==> src/verilog/psr_pkg.sv <==
// package of register offsets, field positions, reset values and carriers
package psr_pkg;
   // direct register offsets, spi view
   localparam logic [7:0] OFS_WDATA     = 8'h01;
   localparam logic [7:0] OFS_POINTER   = 8'h02;
   localparam logic [7:0] OFS_OPERATION = 8'h03;
   localparam logic [7:0] OFS_PROGRESS  = 8'h04;
   localparam logic [7:0] OFS_SOFTRST   = 8'h06;
   localparam logic [7:0] OFS_STATUS    = 8'h07;
   localparam logic [7:0] OFS_HIGH_SPI  = 8'h1F;
   localparam logic [7:0] OFS_LOW_SPI   = 8'h20;
   localparam logic [7:0] OFS_TEMP_SPI  = 8'h21;
   // the two-wire view puts result registers 0x60 higher
   localparam logic [7:0] OFS_HIGH_TW   = 8'h7F;
   localparam logic [7:0] OFS_LOW_TW    = 8'h80;
   localparam logic [7:0] OFS_TEMP_TW   = 8'h81;
   // indirect register offsets
   localparam logic [7:0] IND_LP_RES    = 8'h00;
   localparam logic [7:0] IND_TW_ADDR   = 8'h05;
   localparam logic [7:0] IND_MISO_CFG  = 8'h09;
   // indirect reset and legal values
   localparam logic [7:0] LP_RES_RST    = 8'h05;
   localparam logic [7:0] LP_RES_15BIT  = 8'h0D;
   localparam logic [7:0] TW_ADDR_RST   = 8'h11;
   localparam logic [7:0] MISO_RST      = 8'h13;
   localparam logic [7:0] MISO_OPEN     = 8'h17;
   // operation codes
   localparam logic [7:0] OP_IND_READ   = 8'h01;
   localparam logic [7:0] OP_IND_WRITE  = 8'h02;
   localparam logic [7:0] OP_NVM_READ   = 8'h05;
   // soft reset command values
   localparam logic [7:0] RST_DO        = 8'h01;
   // status field positions
   localparam int ST_BOOT  = 0;
   localparam int ST_OVP   = 3;
   localparam int ST_LATE  = 4;
   localparam int ST_READY = 5;
   localparam int ST_EXT_TRIGGER_PIN  = 6;
   localparam int PROG_BIT = 0;
   // pressure split
   localparam int PRES_W = 19;
   localparam int TEMP_W = 14;

   // one register access on the serial slave port
   typedef struct packed {
      logic       rd;
      logic       wr;
      logic [7:0] addr;
      logic [7:0] wdata;
   } psr_acc_s;

   // status inputs coming from the measurement core
   typedef struct packed {
      logic boot_running;
      logic ext_ext_trigger_pin_running;
      logic result_ready;
      logic service_late;
      logic overpressure_flag;
      logic op_running;
   } psr_core_s;

   // which result the high/low registers currently carry
   typedef enum logic [1:0] {SRC_MEAS, SRC_IND, SRC_NVM} psr_src_e;
endpackage

==> src/verilog/psr_indirect.sv <==
// indirect configuration space behind pointer, data and operation
module psr_indirect
   import psr_pkg::*;
(
   input  wire logic       mclk,
   input  wire logic       rst_b,
   input  wire logic       clk_en,
   input  wire logic       soft_rst,
   input  wire logic       spi_variant,
   input  wire logic       ind_wr,
   input  wire logic       ind_rd,
   input  wire logic [7:0] pointer,
   input  wire logic [7:0] wdata,
   output logic      [7:0] rdata,
   output logic      [7:0] lp_resolution,
   output logic      [7:0] twowire_slave_addr,
   output logic      [7:0] miso_drive_cfg
);
   // write decode; unknown pointers are dropped
   wire hit_res  = ind_wr && pointer == IND_LP_RES;
   wire hit_tw   = ind_wr && pointer == IND_TW_ADDR;
   wire hit_miso = ind_wr && pointer == IND_MISO_CFG && spi_variant;

   // read mux: the address register is write-only and reads zero
   wire [7:0] sel_rd = (pointer == IND_LP_RES) ? lp_resolution :
                       (pointer == IND_MISO_CFG && spi_variant) ?
                       miso_drive_cfg : 8'h00;

   // configuration storage
   always_ff @(posedge mclk or negedge rst_b) begin
      if (!rst_b) begin
         lp_resolution      <= LP_RES_RST;
         twowire_slave_addr <= TW_ADDR_RST;
         miso_drive_cfg     <= MISO_RST;
         rdata              <= 8'h00;
      end else if (clk_en) begin
         if (soft_rst) begin
            lp_resolution      <= LP_RES_RST;
            twowire_slave_addr <= TW_ADDR_RST;
            miso_drive_cfg     <= MISO_RST;
            rdata              <= 8'h00;
         end else begin
            if (hit_res) lp_resolution <= wdata;
            if (hit_tw) twowire_slave_addr <= wdata;
            if (hit_miso) miso_drive_cfg <= wdata;
            if (ind_rd) rdata <= sel_rd;
         end
      end
   end

   lp_write_a: assert property (
      @(posedge mclk) disable iff (!rst_b)
      clk_en && !soft_rst && hit_res |=> lp_resolution == $past(wdata))
      else $error("resolution register missed a write");
   miso_gate_a: assert property (
      @(posedge mclk) disable iff (!rst_b)
      !spi_variant |-> miso_drive_cfg == MISO_RST)
      else $error("drive style changed on non-spi part");
endmodule

==> src/verilog/psr_regbank.sv <==
// direct register bank of the barometric sensor slave port
module psr_regbank
   import psr_pkg::*;
(
   input  wire logic                mclk,
   input  wire logic                rst_b,
   input  wire logic                clk_en,
   input  wire logic                spi_variant,
   input  wire logic                twowire_sel,
   input  wire psr_acc_s            acc,
   output logic               [15:0] rdata,
   input  wire psr_core_s           core,
   input  wire logic                meas_valid,
   input  wire logic [PRES_W-1:0]   pressure,
   input  wire logic [TEMP_W-1:0]   temperature,
   input  wire logic                nvm_valid,
   input  wire logic          [7:0] nvm_byte,
   output logic                     soft_rst,
   output logic               [7:0] operation,
   output logic                     op_strobe,
   output logic               [7:0] indirect_pointer,
   output logic               [7:0] lp_resolution,
   output logic               [7:0] twowire_slave_addr,
   output logic               [7:0] miso_drive_cfg,
   output logic                     result_ready
);
   // results, the command registers and the selected source
   logic [7:0]        indirect_write_data;
   logic [PRES_W-1:0] pres_hold;
   logic [TEMP_W-1:0] temp_hold;
   logic [7:0]        nvm_hold;
   psr_src_e          high_src;
   psr_src_e          low_src;
   logic              late_err;
   logic [7:0]        ind_rdata;

   // address compare shared by every view
   function automatic logic at(input logic [7:0] a,
                               input logic [7:0] spi_ofs,
                               input logic [7:0] tw_ofs);
      at = twowire_sel ? (a == tw_ofs) : (a == spi_ofs);
   endfunction

   // direct decode; result offsets follow the active link
   wire wr_ptr   = acc.wr && acc.addr == OFS_POINTER;
   wire wr_wdata = acc.wr && acc.addr == OFS_WDATA;
   wire wr_op    = acc.wr && acc.addr == OFS_OPERATION;
   wire wr_rst   = acc.wr && acc.addr == OFS_SOFTRST;
   wire rd_high  = acc.rd && at(acc.addr, OFS_HIGH_SPI, OFS_HIGH_TW);
   wire rd_low   = acc.rd && at(acc.addr, OFS_LOW_SPI, OFS_LOW_TW);
   wire sel_temp = at(acc.addr, OFS_TEMP_SPI, OFS_TEMP_TW);

   // soft reset only on the exact value; 0x00 and reserved codes do nothing
   wire next_soft_rst = wr_rst && acc.wdata == RST_DO;
   wire op_ind_rd = wr_op && acc.wdata == OP_IND_READ;
   wire op_ind_wr = wr_op && acc.wdata == OP_IND_WRITE;
   wire op_nvm_rd = wr_op && acc.wdata == OP_NVM_READ;

   // status byte, reserved bits 7 and 2:1 held at zero
   wire [7:0] status_byte = {1'b0,
                             core.ext_ext_trigger_pin_running,
                             core.result_ready,
                             late_err,
                             core.overpressure_flag,
                             2'b00,
                             core.boot_running};

   // high byte: fetched memory byte, else top pressure bits
   wire [7:0] high_byte = (high_src == SRC_NVM) ? nvm_hold :
                          {5'b00000, pres_hold[PRES_W-1:16]};
   // low word: indirect byte zero-extended, else low pressure bits
   wire [15:0] low_word = (low_src == SRC_IND) ? {8'h00, ind_rdata} :
                          pres_hold[15:0];
   // temperature sign is bit 13; 15:14 read zero
   wire [15:0] temp_word = {2'b00, temp_hold};

   // read mux; unmapped and write-only addresses answer zero
   wire [15:0] next_rdata =
      (acc.addr == OFS_PROGRESS) ? {15'h0000, core.op_running} :
      (acc.addr == OFS_STATUS)   ? {8'h00, status_byte} :
      (acc.addr == OFS_POINTER)  ? {8'h00, indirect_pointer} :
      (acc.addr == OFS_WDATA)    ? {8'h00, indirect_write_data} :
      (acc.addr == OFS_OPERATION)? {8'h00, operation} :
      rd_high                    ? {8'h00, high_byte} :
      rd_low                     ? low_word :
      sel_temp                   ? temp_word : 16'h0000;

   assign result_ready = core.result_ready;

   // command registers and soft reset pulse
   always_ff @(posedge mclk or negedge rst_b) begin
      if (!rst_b) begin
         soft_rst            <= 1'b0;
         operation           <= 8'h00;
         op_strobe           <= 1'b0;
         indirect_pointer    <= 8'h00;
         indirect_write_data <= 8'h00;
      end else if (clk_en) begin
         soft_rst  <= next_soft_rst;
         op_strobe <= wr_op && !soft_rst;
         if (soft_rst) begin
            operation           <= 8'h00;
            indirect_pointer    <= 8'h00;
            indirect_write_data <= 8'h00;
         end else begin
            if (wr_ptr) indirect_pointer <= acc.wdata;
            if (wr_wdata) indirect_write_data <= acc.wdata;
            if (wr_op) operation <= acc.wdata;
         end
      end
   end

   // result holding; a new measurement returns both registers to pressure, but an operation in the same cycle wins
   always_ff @(posedge mclk or negedge rst_b) begin
      if (!rst_b) begin
         pres_hold <= '0;
         temp_hold <= '0;
         nvm_hold  <= 8'h00;
         high_src  <= SRC_MEAS;
         low_src   <= SRC_MEAS;
      end else if (clk_en) begin
         if (soft_rst) begin
            pres_hold <= '0;
            temp_hold <= '0;
            nvm_hold  <= 8'h00;
            high_src  <= SRC_MEAS;
            low_src   <= SRC_MEAS;
         end else begin
            if (meas_valid) begin
               pres_hold <= pressure;
               temp_hold <= temperature;
               high_src  <= SRC_MEAS;
               low_src   <= SRC_MEAS;
            end
            if (op_nvm_rd) high_src <= SRC_NVM;
            if (nvm_valid) nvm_hold <= nvm_byte;
            if (op_ind_rd) low_src <= SRC_IND;
         end
      end
   end

   // late-service flag: a new event wins over the clearing read
   always_ff @(posedge mclk or negedge rst_b) begin
      if (!rst_b) begin
         late_err <= 1'b0;
      end else if (clk_en) begin
         if (soft_rst) late_err <= 1'b0;
         else if (core.service_late) late_err <= 1'b1;
         else if (rd_low) late_err <= 1'b0;
      end
   end

   // registered read data, one cycle after the access
   always_ff @(posedge mclk or negedge rst_b) begin
      if (!rst_b) rdata <= 16'h0000;
      else if (clk_en) rdata <= soft_rst ? 16'h0000 : next_rdata;
   end

   // indirect space; the pointer and data only reach it by operation
   psr_indirect u_ind (
      .mclk               (mclk),
      .rst_b              (rst_b),
      .clk_en             (clk_en),
      .soft_rst           (soft_rst),
      .spi_variant        (spi_variant),
      .ind_wr             (op_ind_wr && !soft_rst),
      .ind_rd             (op_ind_rd && !soft_rst),
      .pointer            (indirect_pointer),
      .wdata              (indirect_write_data),
      .rdata              (ind_rdata),
      .lp_resolution      (lp_resolution),
      .twowire_slave_addr (twowire_slave_addr),
      .miso_drive_cfg     (miso_drive_cfg)
   );

   // read path: each register answers one cycle after its address
   progress_rd_a: assert property (
      @(posedge mclk) disable iff (!rst_b)
      clk_en && !soft_rst && acc.addr == OFS_PROGRESS
      |=> rdata == {15'h0000, $past(core.op_running)})
      else $error("progress flag read wrong");
   status_rd_a: assert property (
      @(posedge mclk) disable iff (!rst_b)
      clk_en && !soft_rst && acc.addr == OFS_STATUS
      |=> rdata == {8'h00, $past(status_byte)})
      else $error("status read wrong");
   high_rd_a: assert property (
      @(posedge mclk) disable iff (!rst_b)
      clk_en && !soft_rst && rd_high
      |=> rdata == {8'h00, $past(high_byte)})
      else $error("high byte read wrong");
   low_rd_a: assert property (
      @(posedge mclk) disable iff (!rst_b)
      clk_en && !soft_rst && rd_low
      |=> rdata == $past(low_word))
      else $error("low word read wrong");
   temp_read_a: assert property (
      @(posedge mclk) disable iff (!rst_b)
      clk_en && !soft_rst && acc.rd && sel_temp
      |=> rdata[15:14] == 2'b00)
      else $error("temperature unused bits set");

   // soft reset: only the exact command value pulses the reset
   soft_reset_a: assert property (
      @(posedge mclk) disable iff (!rst_b)
      clk_en && wr_rst && acc.wdata == RST_DO |=> soft_rst)
      else $error("soft reset not issued");
   no_reset_a: assert property (
      @(posedge mclk) disable iff (!rst_b)
      clk_en && !(wr_rst && acc.wdata == RST_DO) |=> !soft_rst)
      else $error("spurious soft reset");
   reset_clear_a: assert property (
      @(posedge mclk) disable iff (!rst_b)
      clk_en && soft_rst
      |=> pres_hold == '0 && temp_hold == '0 && !late_err
          && rdata == 16'h0000 && high_src == SRC_MEAS)
      else $error("soft reset left results behind");

   // status bits follow the core levels; the late flag is sticky
   status_bits_a: assert property (
      @(posedge mclk) disable iff (!rst_b)
      status_byte[ST_READY] == result_ready
      && status_byte[ST_EXT_TRIGGER_PIN] == core.ext_ext_trigger_pin_running
      && status_byte[ST_OVP] == core.overpressure_flag
      && status_byte[ST_BOOT] == core.boot_running)
      else $error("status bits disagree with core");
   late_clear_a: assert property (
      @(posedge mclk) disable iff (!rst_b)
      clk_en && rd_low && !core.service_late |=> !late_err)
      else $error("late flag survived low read");
   late_set_a: assert property (
      @(posedge mclk) disable iff (!rst_b)
      clk_en && !soft_rst && core.service_late |=> late_err)
      else $error("late event lost");
   late_hold_a: assert property (
      @(posedge mclk) disable iff (!rst_b)
      clk_en && !soft_rst && late_err && !rd_low |=> late_err)
      else $error("late flag dropped without low read");

   // results: capture, source switching and field layout
   capture_a: assert property (
      @(posedge mclk) disable iff (!rst_b)
      clk_en && !soft_rst && meas_valid
      |=> pres_hold == $past(pressure)
          && temp_hold == $past(temperature))
      else $error("measurement not captured");
   nvm_src_a: assert property (
      @(posedge mclk) disable iff (!rst_b)
      clk_en && !soft_rst && op_nvm_rd |=> high_src == SRC_NVM)
      else $error("memory read did not switch high byte");
   ind_src_a: assert property (
      @(posedge mclk) disable iff (!rst_b)
      clk_en && !soft_rst && op_ind_rd |=> low_src == SRC_IND)
      else $error("indirect read did not switch low word");
   high_split_a: assert property (
      @(posedge mclk) disable iff (!rst_b)
      high_src != SRC_NVM |-> high_byte[7:3] == 5'b00000)
      else $error("high byte reserved bits set");
   low_ind_a: assert property (
      @(posedge mclk) disable iff (!rst_b)
      clk_en && !soft_rst && op_ind_rd && !meas_valid
      |=> low_word[15:8] == 8'h00)
      else $error("indirect read upper byte not zero");

   // command registers take the written byte at the access edge
   ptr_write_a: assert property (
      @(posedge mclk) disable iff (!rst_b)
      clk_en && !soft_rst && wr_ptr
      |=> indirect_pointer == $past(acc.wdata))
      else $error("pointer write lost");
   wdata_write_a: assert property (
      @(posedge mclk) disable iff (!rst_b)
      clk_en && !soft_rst && wr_wdata
      |=> indirect_write_data == $past(acc.wdata))
      else $error("write data register lost");
   op_write_a: assert property (
      @(posedge mclk) disable iff (!rst_b)
      clk_en && !soft_rst && wr_op
      |=> op_strobe && operation == $past(acc.wdata))
      else $error("operation write lost");

   // a low clock enable must freeze the bank, reads included
   freeze_a: assert property (
      @(posedge mclk) disable iff (!rst_b)
      !clk_en
      |=> $stable(rdata) && $stable(late_err) && $stable(operation)
          && $stable(pres_hold) && $stable(indirect_pointer))
      else $error("state moved with clock enable low");
endmodule
==> config.mk <==
export PLATFORM = sky130hd
export DESIGN_NAME = psr_regbank
export DESIGN_NICKNAME = d
export VERILOG_FILES = /design/src/verilog/psr_pkg.sv /design/src/verilog/psr_indirect.sv /design/src/verilog/psr_regbank.sv
export SDC_FILE = /design/constraint.sdc
export NUM_CORES = 1
export LEC_CHECK = 0
export ABC_AREA = 1
export BUFFER_PORTS_ARGS = -buffer_cell sky130_fd_sc_hd__buf_2
export CORE_AREA = 3 3 117 119
export CTS_BUF_LIST = sky130_fd_sc_hd__clkbuf_2 sky130_fd_sc_hd__clkbuf_4 sky130_fd_sc_hd__clkbuf_8
export DETAILED_ROUTE_END_ITERATION = 10
export DIE_AREA = 0 0 120 122
export PLACE_DENSITY_LB_ADDON = 0.25
export SYNTH_ARGS = -nofsm -noshare
export SYNTH_HDL_FRONTEND = slang
export SYNTH_SLANG_ARGS = --single-unit
==> constraint.sdc <==
create_clock -name mclk -period 4.55 [get_ports mclk]
set_clock_uncertainty 0.15 [all_clocks]
set_input_delay 0.91 -clock mclk [delete_from_list [all_inputs] [get_ports mclk]]
set_output_delay 0.91 -clock mclk [all_outputs]
set_load 0.05 [all_outputs]
* Word-level counts from Yosys, hierarchy flattened
Cells that the tools add are included.
** Storage, ports and cells
- Output and inout port bits :: 59
- Bits in registers :: 120
** Cells by class
- Multiplexer cells :: 44
- Reduce and logical (&&, ||, !) cells :: 44
- Equality and inequality tests :: 19
** Operator list (count)
- $mux 8 :: 19
- $mux 16 :: 9
- $mux 14 :: 3
- $eq 8x3->1 const B :: 5
- $mux 19 :: 2
- $eq 8x2->1 const B :: 3
- $reduce_and 2->1 :: 12
- $logic_and 1x1->1 :: 18
- $reduce_bool 2->1 :: 9
- $eq 8x1->1 const B :: 2
- $eq 8x6->1 const B :: 2
- $eq 8x8->1 const B :: 2
- $mux 2 :: 5
- $reduce_bool 3->1 :: 3
- $eq 8x4->1 const B :: 1
- $eq 8x5->1 const B :: 1
- $eq 8x7->1 const B :: 1
- $logic_not 8->1 :: 1
- $mux 1 :: 6
- $eq 2x1->1 const B :: 1
- $eq 2x2->1 const B :: 1
- $logic_not 1->1 :: 1

* Depth between registers and ports, before layout
- Depth after elaboration :: 11
- Mapped depth :: 13
- Depth with buffers taken out :: 13

* Cells and area by module
A second synthesis with hierarchy kept.
** Second synthesis, totals
- Cells, all modules :: 759
- Area, all modules :: 6179.7 um2
** By module, submodules not included
- psr_regbank :: area an instance 4553.1 um2, instances 1, seq. area each 2152.1 um2, cells an instance 557
- psr_indirect :: area an instance 1626.6 um2, instances 1, seq. area each 809.5 um2, cells an instance 202

* Worst setup path before layout
OpenSTA, ideal clock, no wires.
- Path kind :: input port to flip-flop
- Start :: input acc[14] (netlist name)
- End :: register u_ind.rdata[0]
- Path slack :: 2.176 ns
- Arrival time :: 2.097 ns
- Path buffers :: 1
- Library setup time :: 0.128 ns
- Cell stages on the path :: 11
- Data required time :: 4.272 ns
- Cell sequence :: inv_1 -> nand2_1 -> nor2_4 -> nand3_4 -> nor3_4 -> nand2_2 -> nand2_1 -> inv_1 -> buf_2 -> nand2_1 -> o21ai_0
** Between the ends
- Cells in the longest elaborated chain, start to end :: 6
** RTL lines
- from (decl) :: RTL line psr_regbank.sv:10 : input wire psr_acc_s acc,
- $eq 8x2->1 :: RTL line psr_regbank.sv:47 : wire wr_op = acc.wr && acc.addr == OFS_OPERATION;
- $logic_and 1x1->1 :: RTL line psr_regbank.sv:47
- $logic_and 1x1->1 :: RTL line psr_regbank.sv:55 : wire op_ind_rd = wr_op && acc.wdata == OP_IND_READ;
- $logic_and 1x1->1 :: RTL line psr_regbank.sv:167 : .ind_rd (op_ind_rd && !soft_rst),
- $reduce_bool 2->1 (no source line)
- $reduce_and 2->1 (no source line)
- to (signal assigned) :: RTL line psr_indirect.sv:46 : if (ind_rd) rdata <= sel_rd;
- to (decl) :: RTL line psr_indirect.sv:14 : output logic [7:0] rdata,
No other way between the ends.
A chain may end at the register's enable or synchronous reset.

* Worst setup path in the final report
- Start :: register soft_rst
- End :: register pres_hold[8]
** Between the ends
- Cells in the longest elaborated chain, start to end :: 2
- Elaborated cells between the ends (all ways) :: 3
- Classes of those cells :: mux (1); reduce/logical (2)
** RTL lines
- from (decl) :: RTL line psr_regbank.sv:18 : output logic soft_rst,
- from (signal assigned) :: RTL line psr_regbank.sv:99 : soft_rst <= next_soft_rst;
- $reduce_bool 2->1 (no source line)
- $reduce_and 2->1 (no source line)
- to (signal assigned) :: RTL line psr_regbank.sv:130 : pres_hold <= pressure;
- to (decl) :: RTL line psr_regbank.sv:29 : logic [PRES_W-1:0] pres_hold;
Several ways; a longest one is shown, not always the timed one.

==> results.yml <==
sta:
  grt_setup_unrepaired: "false"
  finalHoldViolations: 0
  setup_ws_ns: 1.49
  report.final.slew_viol_count: 0
  tightest_slew_ns: 1.05
  period_minus_slack_ns: 3.06
  setup_viol_count_final: 0
  fin_tns_setup_ns: 0
  slew_headroom_pct: 30.2
  timing.fmax_mhz: 327
  min_period_over_period_pct: 67.2
synthesis:
  synth_top_area_cell: "dfrtp_1"
  synth_edf_count: 0
  syn-cell-area_um2: 5740
  yosysTopAreaCellShare_pct: 48.4
  ys.flop_type: "dfrtp_1"
  synth.area.top_cells: "dfrtp_1 48%, nand2_1 10%, o21ai_0 9.1%"
  synth-async-reset-ratio_pct: 100
  syn_inst: 702
  yosys_warnings: 0
  postSynthNetCount: 774
  ys_ff_latch: 118
  synth_area_per_cell_um2: 8.18
  synth.distinct_cells: 39
  ys_seq_area_share_pct: 51.6
clock_network:
  htreeDepth: 4
  clock_latency_ns: 0.45
  cts_tree: "done"
  clockBufferDepth: 2
  post_cts_buffers: 0
  cts-buffers-inserted: 17
  numClockSinks: 118
  cts.repair.resized: 0
  cts_hold_buf: 0
  root_buffer: "clkbuf_8"
  clk_pin_slew_worst_paths_ns: 0.07
setup_path:
  crit_top_cell: "nand2_1"
  cp.required_ns: 4.73
  crit_path_end_kind: "flop"
  reg2reg_from: "soft_rst$_DFFE_PN0P_"
  critPathArrivalTime_ns: 3.24
  ff2ff_setup_slack_ns: 1.49
  cp_slowest_cell: "dfrtp_1"
  critPathMaxFanout: 25
  slowest_delay_ns: 0.75
  r2r-end: "pres_hold[8]$_DFFE_PN0P_"
  startpoint_type: "flop"
  crit_chain: "nand2_1 -> nand2_1 -> inv_1 -> a32o_1"
  path_class: "flop to flop"
  worst_r2r_path_depth: 4
routing:
  drtIter0Drc: 410
  drt_pre_antenna_iters: 6
  wl_per_cell_um: 16.7
  via_per_inst: 5.38
  drc_errors: 0
  antenna_left: 0
  finalWirelength_um: 16900
  vias: 5432
global_route:
  grt_max_degree: 76
  grt_pass1_vias: 5238
  grt_usage_pct: 23.7
  grt_pass1_wl_um: 27000
  antenna_found_initial: 0
  overflow: 0
floorplan:
  start_util_pct: 45.3
  rows: 41
  ios: 131
  die_area_um2: 14600
  die_width_um: 120
  die_height_um: 122
  coreArea_um2: 12700
cells_and_area:
  fillCellCount: 1230
  syn_to_final_growth_pct: 20.8
  insertedDiodeCount: 0
  drive_gt1_share_pct: 23.4
  nets: 896
worst_hold_path:
  hold_end: "op_strobe$_DFFE_PN0P_"
  hp-start: "op_strobe$_DFFE_PN0P_"
  holdPathStages: 2
  hold_class: "flop to flop"
pwr:
  p_per_area_nw_per_um2: 381
  ir_drop_mv: 0.252
  p_leak_nw: 3.54
place:
  port_buffers: 130
  place_hpwl_um: 12300
  preCtsSetupSlack_ns: 1.38
  gp_congestion: 0.938
flow_run:
  maxCapViolCount: 0
status:
  status: "finished, final reports clean"
## flip-flops by register name (all words and copies together) (netlist names), 8 cells and up
name                      count
u_ind.twowire_slave_addr      8
temp_hold                    14
indirect_pointer              8
u_ind.lp_resolution           8
pres_hold                    19
nvm_hold                      8
operation                     8
u_ind.rdata                   8
indirect_write_data           8
u_ind.miso_drive_cfg          8
rdata                        16
## Yosys cell counts, types with 2 or more instances
master and number:
a21oi_1 24, a22o_1 6, a31oi_1 2, a32o_1 10, buf_1 4, buf_2 2, clkbuf_1 22, dfrtp_1 111
dfstp_2 7, inv_1 87, inv_2 5, nand2_1 155, nand2_2 4, nand3_1 61, nand4_1 9, nor2_1 38
nor2_2 3, nor2_4 3, nor3_1 4, nor3_2 2, o211ai_1 12, o21ai_0 104, o21ai_1 4, o22a_1 2
o22ai_1 5, o31ai_1 3
## per-layer routing
layer  up-vias  GRT usage (%)  share of wire (%)
met5         -              0                  0
met4         0           6.80                1.0
met3        20           7.15                7.8
met2       206           38.0                 48
met1      2622           31.5                 43
li1       2584              -                  -
## critical path: cells and delay by family (launching register included)
kind	cells	cell delay (ns)
flops	1	0.75
compound gates	1	0.33
simple gates	2	1.29
buf+inv	1	0.42
## stage by stage
step | total power [W] | hold WS (ns) | instances | cell area [um^2] | utilization, %
5_1_grt | 0.00275 | 0.363 | 1009 | 6930 | 54.7
4_1_cts | 0.00266 | 0.340 | 1009 | 6930 | 54.7
3_5_place_dp | 0.00162 | 0.313 | 977 | 6500 | 51.3
6_report | 0.00264 | 0.335 | 1009 | 6930 | 54.7
3_3_place_gp | 0.00162 | 0.316 | 977 | 6500 | 51.3
2_1_floorplan | 0.00147 | 0.303 | 702 | 5740 | -
## where the power goes
part           total, W  internal [W]  leakage (nW)  switching [W]
Sequential      0.00120       0.00114          1.50      0.0000542
Clock           0.00103      0.000607         0.222       0.000422
Combinational  0.000411      0.000113          1.82       0.000298
## layout make-up
class | instances | area, um^2 | area share, %
timing repair buffer | 133 | 676 | 9.75
clock inverter | 9 | 123 | 1.77
sequential | 118 | 2960 | 42.7
inverter | 93 | 349 | 5.04
tap | 172 | 215 | 3.11
clock buffer | 23 | 304 | 4.39
multi-input combinational | 461 | 2300 | 33.2
## kinds of logic (layout without fill, tap and decap cells)
group / after synthesis / in the layout / share of synthesized area, %
AOI/OAI and AO/OA: 174 / 174 / 17.7
DFF: 118 / 118 / 51.6
buffers and inverters: 123 / 258 / 8.28
and+or+nand+nor: 287 / 287 / 22.4
## cell usage in the layout, fill, tap and decap left out, types with 6 or more instances in the layout
master	n
a21oi_1	24
a22o_1	6
a32o_1	10
buf_2	129
clkbuf_8	21
dfrtp_1	111
dfstp_2	7
inv_1	87
nand2_1	155
nand3_1	61
nand4_1	9
nor2_1	38
o211ai_1	12
o21ai_0	104
## how the worst max path moves through the flow
stage	from	end
after floorplan	acc[14]	u_ind.rdata[0]$_DFFE_PN0P_
after global placement	clk_en	low_src[0]$_DFFE_PN0P_
after detailed placement	clk_en	pres_hold[10]$_DFFE_PN0P_
after CTS	soft_rst$_DFFE_PN0P_	pres_hold[8]$_DFFE_PN0P_
after global routing	soft_rst$_DFFE_PN0P_	low_src[0]$_DFFE_PN0P_
final	soft_rst$_DFFE_PN0P_	pres_hold[8]$_DFFE_PN0P_
Power figures use the tool's default switching activity.
